<file path="config.mk">
export PLATFORM = sky130hd
export DESIGN_NAME = phy_strap_skew_prbs_status
export DESIGN_NICKNAME = d
export VERILOG_FILES = /design/src/rtl/phy_strap_skew_prbs_status.v
export VERILOG_INCLUDE_DIRS = /design/src /design/src/rtl
export SDC_FILE = /design/constraint.sdc
export NUM_CORES = 1
export LEC_CHECK = 0
export ABC_AREA = 1
export BUFFER_PORTS_ARGS = -buffer_cell sky130_fd_sc_hd__buf_2
export CAP_MARGIN = 20
export CORE_UTILIZATION = 40
export DETAILED_ROUTE_END_ITERATION = 12
export GPL_ROUTABILITY_DRIVEN = 0
export GPL_TIMING_DRIVEN = 0
export MAX_ROUTING_LAYER = met4
export SYNTH_ARGS = -nofsm -noshare
export SYNTH_HDL_FRONTEND = slang
export SYNTH_SLANG_ARGS = --single-unit
</file>
<file path="constraint.sdc">
create_clock -name sys_clk_i -period 3.2 [get_ports sys_clk_i]
set_input_delay 0.48 -clock sys_clk_i [delete_from_list [all_inputs] [get_ports sys_clk_i]]
set_output_delay 0.48 -clock sys_clk_i [all_outputs]
set_load 0.1 [all_outputs]
</file>
<file path="src/rtl/phy_status_defines.vh">
// Purpose: constants for the strap, skew and pattern-checker status bank
// Assumes: 32-bit AXI4-Lite data, 16-bit registers in the low half
// Notes: printed offsets are indices; byte address is four times the index
`ifndef PHY_STATUS_DEFINES_VH
`define PHY_STATUS_DEFINES_VH

`define IDX_SKEW_STATUS 8'h55
`define IDX_STRAP_ONE 8'h6E
`define IDX_STRAP_TWO 8'h6F
`define IDX_BYTE_TOTAL 8'h71
`define IDX_ERR_CTRL 8'h72
`define IDX_COUNT_MODE 8'h16
`define IDX_CHECKER_IN 8'hF0

`define ADDR_W 10
`define BYTE_TOTAL_MAX 16'hFFFF
`define ERR_COUNT_MAX 8'hFF
`define BIT_LOCK 0
`define BIT_LOCK_CLEAR 1
`define BIT_PKT_OVF 10
`define BIT_BYTE_OVF 9
`define COUNT_MODE_RESET 1'b0
`define RESP_OKAY 2'h0
`define RESP_SLVERR 2'h2

`endif

</file>
<file path="src/rtl/phy_strap_skew_prbs_status.v">
// Purpose: status bank for skew, latched straps and checker counts, with a writable count mode and control word
// Assumes: strap pins steady around reset; checker events come on sys_clk_i
// Notes: registers reached over AXI4-Lite; unmapped reads return SLVERR
//   strap values are captured once, at the third enabled edge after reset
//   the control word bits are write strobes and read back as error-count bits 1:0
//
// Summary of operation
// bits 7:4 of skew status show channel B alignment cycles.
// bits 3:0 of skew status show channel A alignment cycles.
// strap word one bits 15,14,13: mirror on, downshift on, clock out off.
// strap word one bits 12,11,10: parallel if off, serial on, auto-x off.
// bit 9 forced crossover, bit 8 half duplex, bit 7 negotiation off.
// bit 5 negotiation select, bits 3:0 mgmt address; bits 6,4 zero.
// strap word two bit 10 shows quick link drop strap.
// strap word two bits 6:4 show transmit clock delay low bits.
// strap word two bits 2:0 show receive clock delay low bits.
// 16-bit checker byte total, reset to zero.
// with mode zero the byte total saturates at FFFF.
// 8-bit error-byte count in bits 7:0, reset to zero.
// with mode zero the error count saturates at FF.
// writing bit 0 of the control word freezes presented counter values.
// writing bit 1 freezes and clears all checker counters.
// bit 10 sticks on packet counter overflow until cleared by bit 1.
// bit 9 sticks on byte counter overflow until cleared by bit 1.
// with mode nonzero counters wrap; only the byte counter raises its overflow flag.
//
// The implementer's own choice: the AXI4-Lite register port.
`timescale 1ns/1ps
`include "phy_status_defines.vh"

module phy_strap_skew_prbs_status
(
  input wire sys_clk_i,
  input wire reset_i,
  input wire clk_en_i,
  input wire [3:0] pair_a_align_cycles_i,
  input wire [3:0] pair_b_align_cycles_i,
  input wire strap_mirror_i,
  input wire strap_downshift_i,
  input wire latched_refout_off_i,
  input wire latched_parallel_if_off_i,
  input wire strap_serial_if_i,
  input wire latched_auto_crossover_off_i,
  input wire latched_forced_crossover_i,
  input wire latched_half_duplex_i,
  input wire latched_negotiation_off_i,
  input wire latched_negotiation_select_i,
  input wire [3:0] latched_mgmt_address_i,
  input wire latched_quick_drop_i,
  input wire [2:0] strap_tx_delay_i,
  input wire [2:0] strap_rx_delay_i,
  input wire checker_byte_i,
  input wire checker_bad_byte_i,
  input wire checker_packet_wrap_i,
  input wire [`ADDR_W-1:0] s_axi_awaddr,
  input wire s_axi_awvalid,
  output reg s_axi_awready,
  input wire [31:0] s_axi_wdata,
  input wire [3:0] s_axi_wstrb,
  input wire s_axi_wvalid,
  output reg s_axi_wready,
  output reg [1:0] s_axi_bresp,
  output reg s_axi_bvalid,
  input wire s_axi_bready,
  input wire [`ADDR_W-1:0] s_axi_araddr,
  input wire s_axi_arvalid,
  output reg s_axi_arready,
  output reg [31:0] s_axi_rdata,
  output reg [1:0] s_axi_rresp,
  output reg s_axi_rvalid,
  input wire s_axi_rready
);

  // ************************************************************
  // decoding
  // ************************************************************
  function [7:0] word_index;
    input [`ADDR_W-1:0] addr;
    begin
      word_index = addr[`ADDR_W-1:2];
    end
  endfunction

  // ************************************************************
  // pin synchronisers and strap capture
  // ************************************************************
  localparam SYNC_W = 32;
  localparam STRAP_W = 21;
  wire [SYNC_W-1:0] pin_raw;
  reg [SYNC_W-1:0] pin_meta_r;
  reg [SYNC_W-1:0] pin_sync_r;
  assign pin_raw = {pair_b_align_cycles_i, pair_a_align_cycles_i,
    strap_mirror_i, strap_downshift_i, latched_refout_off_i,
    latched_parallel_if_off_i, strap_serial_if_i,
    latched_auto_crossover_off_i, latched_forced_crossover_i,
    latched_half_duplex_i, latched_negotiation_off_i,
    latched_negotiation_select_i, latched_mgmt_address_i,
    latched_quick_drop_i, strap_tx_delay_i, strap_rx_delay_i,
    checker_byte_i, checker_bad_byte_i, checker_packet_wrap_i};

  always @(posedge sys_clk_i)
  begin
    if (clk_en_i)
    begin
      pin_meta_r <= pin_raw;
      pin_sync_r <= pin_meta_r;
    end
  end

  wire [7:0] skew_now = pin_sync_r[31:24];
  wire [STRAP_W-1:0] strap_now = pin_sync_r[23:3];
  wire byte_ev = pin_sync_r[2];
  wire bad_ev = pin_sync_r[1];
  wire pkt_wrap_ev = pin_sync_r[0];

  // straps caught at the third enabled edge after reset release, once the sync is full
  reg [STRAP_W-1:0] strap_r;
  reg [1:0] strap_wait_r;
  always @(posedge sys_clk_i)
  begin
    if (reset_i)
      strap_wait_r <= 2'h0;
    else if (clk_en_i && strap_wait_r != 2'h3)
      strap_wait_r <= strap_wait_r + 2'h1;
  end
  always @(posedge sys_clk_i)
  begin
    if (reset_i)
      strap_r <= 21'h000000;
    else if (clk_en_i && strap_wait_r == 2'h2)
      strap_r <= strap_now;
  end

  // ************************************************************
  // latched strap fields
  // ************************************************************
  wire mirror_on = strap_r[20];
  wire downshift_on = strap_r[19];
  wire refout_off = strap_r[18];
  wire parallel_off = strap_r[17];
  wire serial_on = strap_r[16];
  wire auto_x_off = strap_r[15];
  wire forced_x = strap_r[14];
  wire half_duplex = strap_r[13];
  wire neg_off = strap_r[12];
  wire neg_select = strap_r[11];
  wire [3:0] mgmt_addr = strap_r[10:7];
  wire quick_drop = strap_r[6];
  wire [2:0] tx_delay = strap_r[5:3];
  wire [2:0] rx_delay = strap_r[2:0];

  wire [15:0] strap_word_one = {mirror_on, downshift_on, refout_off,
    parallel_off, serial_on, auto_x_off, forced_x, half_duplex,
    neg_off, 1'b0, neg_select, 1'b0, mgmt_addr};
  wire [15:0] strap_word_two = {5'h00, quick_drop, 3'h0, tx_delay,
    1'b0, rx_delay};

  // skew levels are live; they are not captured at reset
  reg [7:0] skew_r;
  wire [3:0] pair_b_skew = skew_r[7:4];
  wire [3:0] pair_a_skew = skew_r[3:0];
  always @(posedge sys_clk_i)
  begin
    if (reset_i)
      skew_r <= 8'h00;
    else if (clk_en_i)
      skew_r <= skew_now;
  end

  // ************************************************************
  // checker counters
  // ************************************************************
  reg mode_r;
  reg [15:0] bytes_live_r;
  reg [7:0] bad_live_r;
  reg [15:0] checker_bytes_seen_r;
  reg [7:0] checker_bad_bytes_r;
  reg frozen_r;
  reg checker_packets_overflowed_r;
  reg checker_bytes_overflowed_r;
  reg lock_wr;
  reg clear_wr;

  wire byte_at_max = bytes_live_r == `BYTE_TOTAL_MAX;
  wire bad_at_max = bad_live_r == `ERR_COUNT_MAX;

  // count enables: mode zero pins each counter at its top value
  wire byte_step = byte_ev && !(byte_at_max && !mode_r);
  wire bad_step = bad_ev && !(bad_at_max && !mode_r);
  wire byte_wraps = byte_ev && byte_at_max && mode_r;

  always @(posedge sys_clk_i)
  begin
    if (reset_i)
    begin
      bytes_live_r <= 16'h0000;
      bad_live_r <= 8'h00;
      checker_bytes_seen_r <= 16'h0000;
      checker_bad_bytes_r <= 8'h00;
      frozen_r <= 1'b0;
      checker_packets_overflowed_r <= 1'b0;
      checker_bytes_overflowed_r <= 1'b0;
    end
    else if (clk_en_i)
    begin
      if (clear_wr)
      begin
        bytes_live_r <= 16'h0000;
        bad_live_r <= 8'h00;
        checker_bytes_seen_r <= 16'h0000;
        checker_bad_bytes_r <= 8'h00;
        frozen_r <= 1'b1;
      end
      else
      begin
        if (byte_step)
          bytes_live_r <= bytes_live_r + 16'h0001;
        if (bad_step)
          bad_live_r <= bad_live_r + 8'h01;
        if (lock_wr)
        begin
          frozen_r <= 1'b1;
          checker_bytes_seen_r <= bytes_live_r;
          checker_bad_bytes_r <= bad_live_r;
        end
        else if (!frozen_r)
        begin
          checker_bytes_seen_r <= bytes_live_r;
          checker_bad_bytes_r <= bad_live_r;
        end
      end
      // a new overflow in the clearing cycle still sets the flag
      if (pkt_wrap_ev)
        checker_packets_overflowed_r <= 1'b1;
      else if (clear_wr)
        checker_packets_overflowed_r <= 1'b0;
      if (byte_wraps)
        checker_bytes_overflowed_r <= 1'b1;
      else if (clear_wr)
        checker_bytes_overflowed_r <= 1'b0;
    end
  end

  // ************************************************************
  // axi4-lite write channel
  // ************************************************************
  reg aw_held_r;
  reg w_held_r;
  reg [7:0] aw_idx_r;
  reg [31:0] wdata_r;
  reg [3:0] wstrb_r;
  wire do_write = aw_held_r && w_held_r && !s_axi_bvalid;

  always @*
  begin
    lock_wr = 1'b0;
    clear_wr = 1'b0;
    if (do_write && aw_idx_r == `IDX_ERR_CTRL && wstrb_r[0])
    begin
      lock_wr = wdata_r[`BIT_LOCK];
      clear_wr = wdata_r[`BIT_LOCK_CLEAR];
    end
  end

  always @(posedge sys_clk_i)
  begin
    if (reset_i)
    begin
      s_axi_awready <= 1'b0;
      s_axi_wready <= 1'b0;
      s_axi_bvalid <= 1'b0;
      s_axi_bresp <= `RESP_OKAY;
      aw_held_r <= 1'b0;
      w_held_r <= 1'b0;
      aw_idx_r <= 8'h00;
      wdata_r <= 32'h00000000;
      wstrb_r <= 4'h0;
      mode_r <= `COUNT_MODE_RESET;
    end
    else if (clk_en_i)
    begin
      s_axi_awready <= !aw_held_r && !s_axi_awready;
      s_axi_wready <= !w_held_r && !s_axi_wready;
      if (s_axi_awvalid && s_axi_awready)
      begin
        aw_held_r <= 1'b1;
        aw_idx_r <= word_index(s_axi_awaddr);
        s_axi_awready <= 1'b0;
      end
      if (s_axi_wvalid && s_axi_wready)
      begin
        w_held_r <= 1'b1;
        wdata_r <= s_axi_wdata;
        wstrb_r <= s_axi_wstrb;
        s_axi_wready <= 1'b0;
      end
      if (do_write)
      begin
        aw_held_r <= 1'b0;
        w_held_r <= 1'b0;
        s_axi_bvalid <= 1'b1;
        case (aw_idx_r)
          `IDX_ERR_CTRL, `IDX_SKEW_STATUS, `IDX_STRAP_ONE,
          `IDX_STRAP_TWO, `IDX_BYTE_TOTAL:
            s_axi_bresp <= `RESP_OKAY;
          `IDX_COUNT_MODE:
          begin
            s_axi_bresp <= `RESP_OKAY;
            if (wstrb_r[0])
              mode_r <= wdata_r[0];
          end
          default:
            s_axi_bresp <= `RESP_SLVERR;
        endcase
      end
      else if (s_axi_bvalid && s_axi_bready)
        s_axi_bvalid <= 1'b0;
    end
  end

  // ************************************************************
  // axi4-lite read channel
  // ************************************************************
  reg [31:0] rd_word;
  reg rd_hit;
  always @*
  begin
    rd_word = 32'h00000000;
    rd_hit = 1'b1;
    case (word_index(s_axi_araddr))
      `IDX_SKEW_STATUS:
        rd_word[7:0] = {pair_b_skew, pair_a_skew};
      `IDX_STRAP_ONE:
        rd_word[15:0] = strap_word_one;
      `IDX_STRAP_TWO:
        rd_word[15:0] = strap_word_two;
      `IDX_BYTE_TOTAL:
        rd_word[15:0] = checker_bytes_seen_r;
      `IDX_ERR_CTRL:
        rd_word[15:0] = {5'h00, checker_packets_overflowed_r,
          checker_bytes_overflowed_r, 1'b0,
          checker_bad_bytes_r};
      `IDX_COUNT_MODE:
        rd_word[0] = mode_r;
      default:
        rd_hit = 1'b0;
    endcase
  end

  always @(posedge sys_clk_i)
  begin
    if (reset_i)
    begin
      s_axi_arready <= 1'b0;
      s_axi_rvalid <= 1'b0;
      s_axi_rdata <= 32'h00000000;
      s_axi_rresp <= `RESP_OKAY;
    end
    else if (clk_en_i)
    begin
      if (s_axi_arvalid && s_axi_arready)
      begin
        s_axi_arready <= 1'b0;
        s_axi_rvalid <= 1'b1;
        s_axi_rdata <= rd_word;
        s_axi_rresp <= rd_hit ? `RESP_OKAY : `RESP_SLVERR;
      end
      else
      begin
        if (s_axi_rvalid && s_axi_rready)
          s_axi_rvalid <= 1'b0;
        s_axi_arready <= !s_axi_rvalid && !s_axi_arready;
      end
    end
  end

endmodule // phy_strap_skew_prbs_status

</file>
-- Yosys cells after proc, flatten, opt, wreduce, memory -nomap -nowiden
Cells that the tools add are included.
- bits in registers: 185
- word-level logic and storage cells: 136
- output and inout bits: 41
- mux-type cells: 34
- reduce and logical (&&, ||, !) cells: 56
- add/subtract/negate cells: 3
- eq/ne operators: 17
- operator list (cell ; number):
    8-bit by 7-bit == test with 1-bit output (second input constant) ; 10
    16-bit two-way mux ; 5
    8-bit two-way mux ; 5
    7-bit case mux with 5 select lines ; 1
    8-bit case mux with 4 select lines ; 1
    2-bit AND reduction ; 14
    1-bit logical AND ; 20
    1-bit two-way mux ; 19
    2-bit nonzero test ; 9
    16-bit by 1-bit adder with 16-bit output (second input constant) ; 1
    16-bit == test (second input constant) ; 1
    8-bit by 5-bit == test with 1-bit output (second input constant) ; 2
    6-bit OR reduction ; 2
    1-bit logical NOT ; 10
    8-bit by 1-bit adder with 8-bit output (second input constant) ; 1
    8-bit == test (second input constant) ; 1
    1-bit case mux with 6 select lines ; 1
    2-bit two-way mux ; 2
    4-bit AND reduction ; 1
    3-bit by 1-bit != test with 1-bit output (second input constant) ; 1
    2-bit by 1-bit adder with 2-bit output (second input constant) ; 1
    2-bit == test (second input constant) ; 1
    2-bit != test (second input constant) ; 1

-- Logic depth before layout (Yosys ltp)
- depth in word-level cells: 7
- mapped depth: 11

-- Worst setup path before layout
Ideal clock, no wire load.
- path type: register -> register
- start point: register s_axi_bvalid
- end point: register bytes_live_r[10]
- buffers on the path: 2
- stages on the path, launching flop included: 7
- setup slack: 1.189 ns
- setup time: 0.070 ns
- data arrival time: 1.941 ns
- required time: 3.130 ns
- period minus slack after synthesis: 2.011 ns
- cells stage by stage: dfxtp_1 -> nor2_1 -> nand4_2 -> buf_2 -> buf_2 -> nand3_1 -> a21oi_1
- cells in the longest elaborated chain, start to end: 7
- elaborated cells on any way between the ends: 8
- classes of those cells: mux (2); reduce/logical (6)
- ends and longest elaborated chain (item ; RTL line ; text):
    from (decl) ; phy_strap_skew_prbs_status.v:63 ; output reg s_axi_bvalid,
    from (signal assigned) ; phy_strap_skew_prbs_status.v:271 ; s_axi_bvalid <= 1'b0;
    from (signal assigned) ; phy_strap_skew_prbs_status.v:301 ; s_axi_bvalid <= 1'b1;
    from (signal assigned) ; phy_strap_skew_prbs_status.v:317 ; s_axi_bvalid <= 1'b0;
    1-bit logical NOT (*) ; phy_strap_skew_prbs_status.v:252 ; wire do_write = aw_held_r && w_held_r && !s_axi_bvalid;
    1-bit logical AND (*) ; phy_strap_skew_prbs_status.v:252 ;
    1-bit logical AND (no line) (*) ; -- ;
    1-bit logical AND (*) ; phy_strap_skew_prbs_status.v:258 ; if (do_write && aw_idx_r == `IDX_ERR_CTRL && wstrb_r[0])
    1-bit two-way mux (*) ; phy_strap_skew_prbs_status.v:258 ;
    2-bit nonzero test (no line) ; -- ;
    2-bit AND reduction (no line) ; -- ;
    to (signal assigned) ; phy_strap_skew_prbs_status.v:217 ; bytes_live_r <= bytes_live_r + 16'h0001;
    to (decl) ; phy_strap_skew_prbs_status.v:174 ; reg [15:0] bytes_live_r;
Every way passes the cells marked *; elsewhere a longest branch is shown, timed or not.
A chain may end at the register's enable or synchronous reset.

-- Worst setup path in the final report
- start point: input clk_en_i
- end point: register checker_bad_bytes_r[6]
- cells in the longest elaborated chain, start to end: 1
- ends and longest elaborated chain (item ; RTL line ; text):
    from (decl) ; phy_strap_skew_prbs_status.v:35 ; input wire clk_en_i,
    2-bit AND reduction (no line) ; -- ;
    to (signal assigned) ; phy_strap_skew_prbs_status.v:224 ; checker_bad_bytes_r <= bad_live_r;
    to (signal assigned) ; phy_strap_skew_prbs_status.v:229 ; checker_bad_bytes_r <= bad_live_r;
    to (decl) ; phy_strap_skew_prbs_status.v:177 ; reg [7:0] checker_bad_bytes_r;
Every way passes these cells.

==> flow_metrics.env <==
export IMPL_status="completed"
export IMPL_cp_arrival_ps=2670
export IMPL_drv_slew=0
export IMPL_synth_avg_cell_area_um2=8.37
export IMPL_ant_nets=0
export IMPL_critPathLaunchType="input port"
export IMPL_fmaxAchievable_mhz=427
export IMPL_maxCapViolations=0
export IMPL_drive_gt1_share_pct=15.3
export IMPL_yosys_top_cells_area="dfxtp_1 31%, edfxtp_1 25%, nand2_1 9.1%, nor2_1 6.9%, o21ai_0 5.8%"
export IMPL_vias=6236
export IMPL_crit_required_ps=3520
export IMPL_grt_pass1_vias=5716
export IMPL_dp_cells=1247
export IMPL_grt_max_degree=42
export IMPL_setup_viol=0
export IMPL_postCtsSetupBuffers=0
export IMPL_ios=137
export IMPL_yosysSeqAreaShare_pct=56.2
export IMPL_grt_ovfl_total=0
export IMPL_p_leak_nw=3.67
export IMPL_max_slew_worst_pin_slew_ps=757
export IMPL_wl_per_cell_um=14.3
export IMPL_cts_resized=0
export IMPL_crit_top_cell="inv_1"
export IMPL_setup_tns_ps=0
export IMPL_final_nets=1132
export IMPL_synthToLayoutAreaGrowth_pct=17.7
export IMPL_io_buffers=80
export IMPL_numClockSinks=183
export IMPL_ir_worst_vdd_mv=0.354
export IMPL_initial_core_util_pct=40.9
export IMPL_dpl_cell_area_um2=8440
export IMPL_cp_slowest_cell="buf_2"
export IMPL_drt_first_pass_iters=5
export IMPL_synth_top_cell_area_share_pct=31.1
export IMPL_die_w_um=140
export IMPL_first_iter_violations=349
export IMPL_final_hold_violation_count=0
export IMPL_critPathKind="in -> reg"
export IMPL_period_needed_ps=2340
export IMPL_setup_ws_ps=857
export IMPL_post_route_period_util_pct=73.2
export IMPL_finalNonFillerCells=1280
export IMPL_die_area_um2=19700
export IMPL_crit_fanout=41
export IMPL_routed_wl_mm=18.3
export IMPL_insertion_delay_ps=430
export IMPL_worstPathCellList="buf_2 -> buf_12 -> inv_1 -> nor3_2 -> o211ai_1 -> nand2_2 -> buf_1 -> o21ai_0 -> inv_1 -> nor2_1"
export IMPL_ys_types=36
export IMPL_relSlewSlack_pct=49.6
export IMPL_stdcell_area_um2=9010
export IMPL_fp_dieH_um=140
export IMPL_track_usage_pct=20.1
export IMPL_numCtsBuffers=17
export IMPL_grt_pass1_wl_mm=29.3
export IMPL_syn_inst=915
export IMPL_ys_warn_count=0
export IMPL_dp_hpwl_mm=13.7
export IMPL_core_um2=18700
export IMPL_hold_buffers=0
export IMPL_antenna_found_initial=1
export IMPL_critPathMaxStageDelay_ps=460
export IMPL_min_path_type="in -> reg"
export IMPL_total_power_mw=5.05
export IMPL_rsz0062_at_grt="no"
export IMPL_place_ws_ps=397
export IMPL_cts_tree="yes"
export IMPL_cts_root_buf="clkbuf_16"
export IMPL_clk_path_buf_depth=2
export IMPL_yosys_area_top_type="dfxtp_1"
export IMPL_rows=50
export IMPL_skew_ps=9.60
export IMPL_clk_pin_slew_worst_paths_ps=70
export IMPL_cp_end_kind="register"
export IMPL_pwr_density_cell_nw_per_um2=561
export IMPL_syn_cell_area_um2=7660
export IMPL_drc_errors=0
export IMPL_ys_ff_latch=183
export IMPL_routed_via_density=4.87
export IMPL_htreeDepth=4
## registers in the layout (all words and copies together) (netlist names), 2 cells and up
| signal | cells |
|---|---|
| strap_wait_r | 2 |
| wdata_r | 2 |
| bytes_live_r | 16 |
| aw_idx_r | 8 |
| pin_sync_r | 32 |
| pin_meta_r | 32 |
| checker_bytes_seen_r | 16 |
| checker_bad_bytes_r | 8 |
| bad_live_r | 8 |
| strap_r | 21 |
| skew_r | 8 |
| s_axi_rdata | 16 |
## metrics by stage
stage	hold slack, ps	util, %
final	217	48.2
after global routing	199	48.2
after CTS	201	48.2
after detailed placement	405	45.1
after global placement	402	45.0
after floorplan	400	-
## final cells by class
class	instances	area [µm²]
flip-flops and latches	183	4300
fillers	1831	9690
inverters	72	270
repair buffers	81	420
plain buffers	56	322
multi-input cells	621	2830
clock buffers	20	457
well taps	234	293
diodes	1	2.50
clock inverters	12	116
## metal layers
| metal | vias up | part of all wire, % | GRT usage [%] |
|---|---|---|---|
| li1 | 3219 | - | - |
| met1 | 2855 | 48 | 26.7 |
| met2 | 146 | 45 | 30.5 |
| met3 | 16 | 5.7 | 4.65 |
| met4 | 0 | 1.3 | 5.73 |
| met5 | - | 0 | - |
## Yosys cell counts, drive strengths merged
| cell | instances |
|---|---|
| nand3b | 1 |
| and2 | 1 |
| buf | 29 |
| nand3 | 61 |
| edfxtp | 64 |
| nor3 | 12 |
| nand2 | 191 |
| inv | 69 |
| o21ai | 92 |
| ha | 4 |
| or2 | 1 |
| xor2 | 5 |
| clkinv | 3 |
| dfxtp | 119 |
| a21oi | 64 |
| o211ai | 2 |
| conb | 1 |
| nor2 | 148 |
| nand4 | 19 |
| clkbuf | 27 |
| o21a | 1 |
| o22ai | 1 |
## final timing paths
check / cells past startpoint / startpoint / endpoint / slack, ps
min: 1 / strap_rx_delay_i[2] / pin_meta_r[5] / 220
max reg2reg: 11 / bytes_live_r[0] / bytes_live_r[4] / 1230
min reg2reg: 0 / pin_meta_r[12] / pin_sync_r[12] / 420
max: 10 / clk_en_i / checker_bad_bytes_r[6] / 860
## power by group
| group | switching, mW | leakage, nW | internal (mW) |
|---|---|---|---|
| combinational | 0.319 | 1.79 | 0.113 |
| clock | 0.914 | 0.278 | 1.12 |
| sequential | 0.0503 | 1.60 | 2.53 |
## placed cells by master (no fill, tap or decap), types with 5 or more instances in the layout
cell type and n:
o21ai_0 88, clkbuf_16 17, dfxtp_1 119, xor2_1 5, a21oi_1 63, nor2_1 141, nand3_1 60, buf_2 84
clkbuf_1 27, conb_1 18, inv_1 69, buf_4 20, nor2_2 6, nand4_1 18, nor3_1 10, nand2_1 185
edfxtp_1 64
## cell families (layout without fill, tap and decap cells)
group	after synthesis	count (layout)	share of synthesized area (%)
and+or+nand+nor	434	434	24.2
AOI/OAI and AO/OA	160	160	10.6
adders and majority gates	4	4	0.654
DFF	183	183	56.2
xor gates and xnor gates	5	5	0.572
buffers and inverters	128	241	7.73
other	1	19	0.0490
## worst max-delay path, delay by kind of cell
| family | cells | cell delay, ps |
|---|---|---|
| buffers and inverters | 5 | 1260 |
| AND/OR/NAND/NOR | 3 | 480 |
| AO/OA/AOI/OAI | 2 | 420 |
Note: power is estimated with default switching activity, not from simulation.
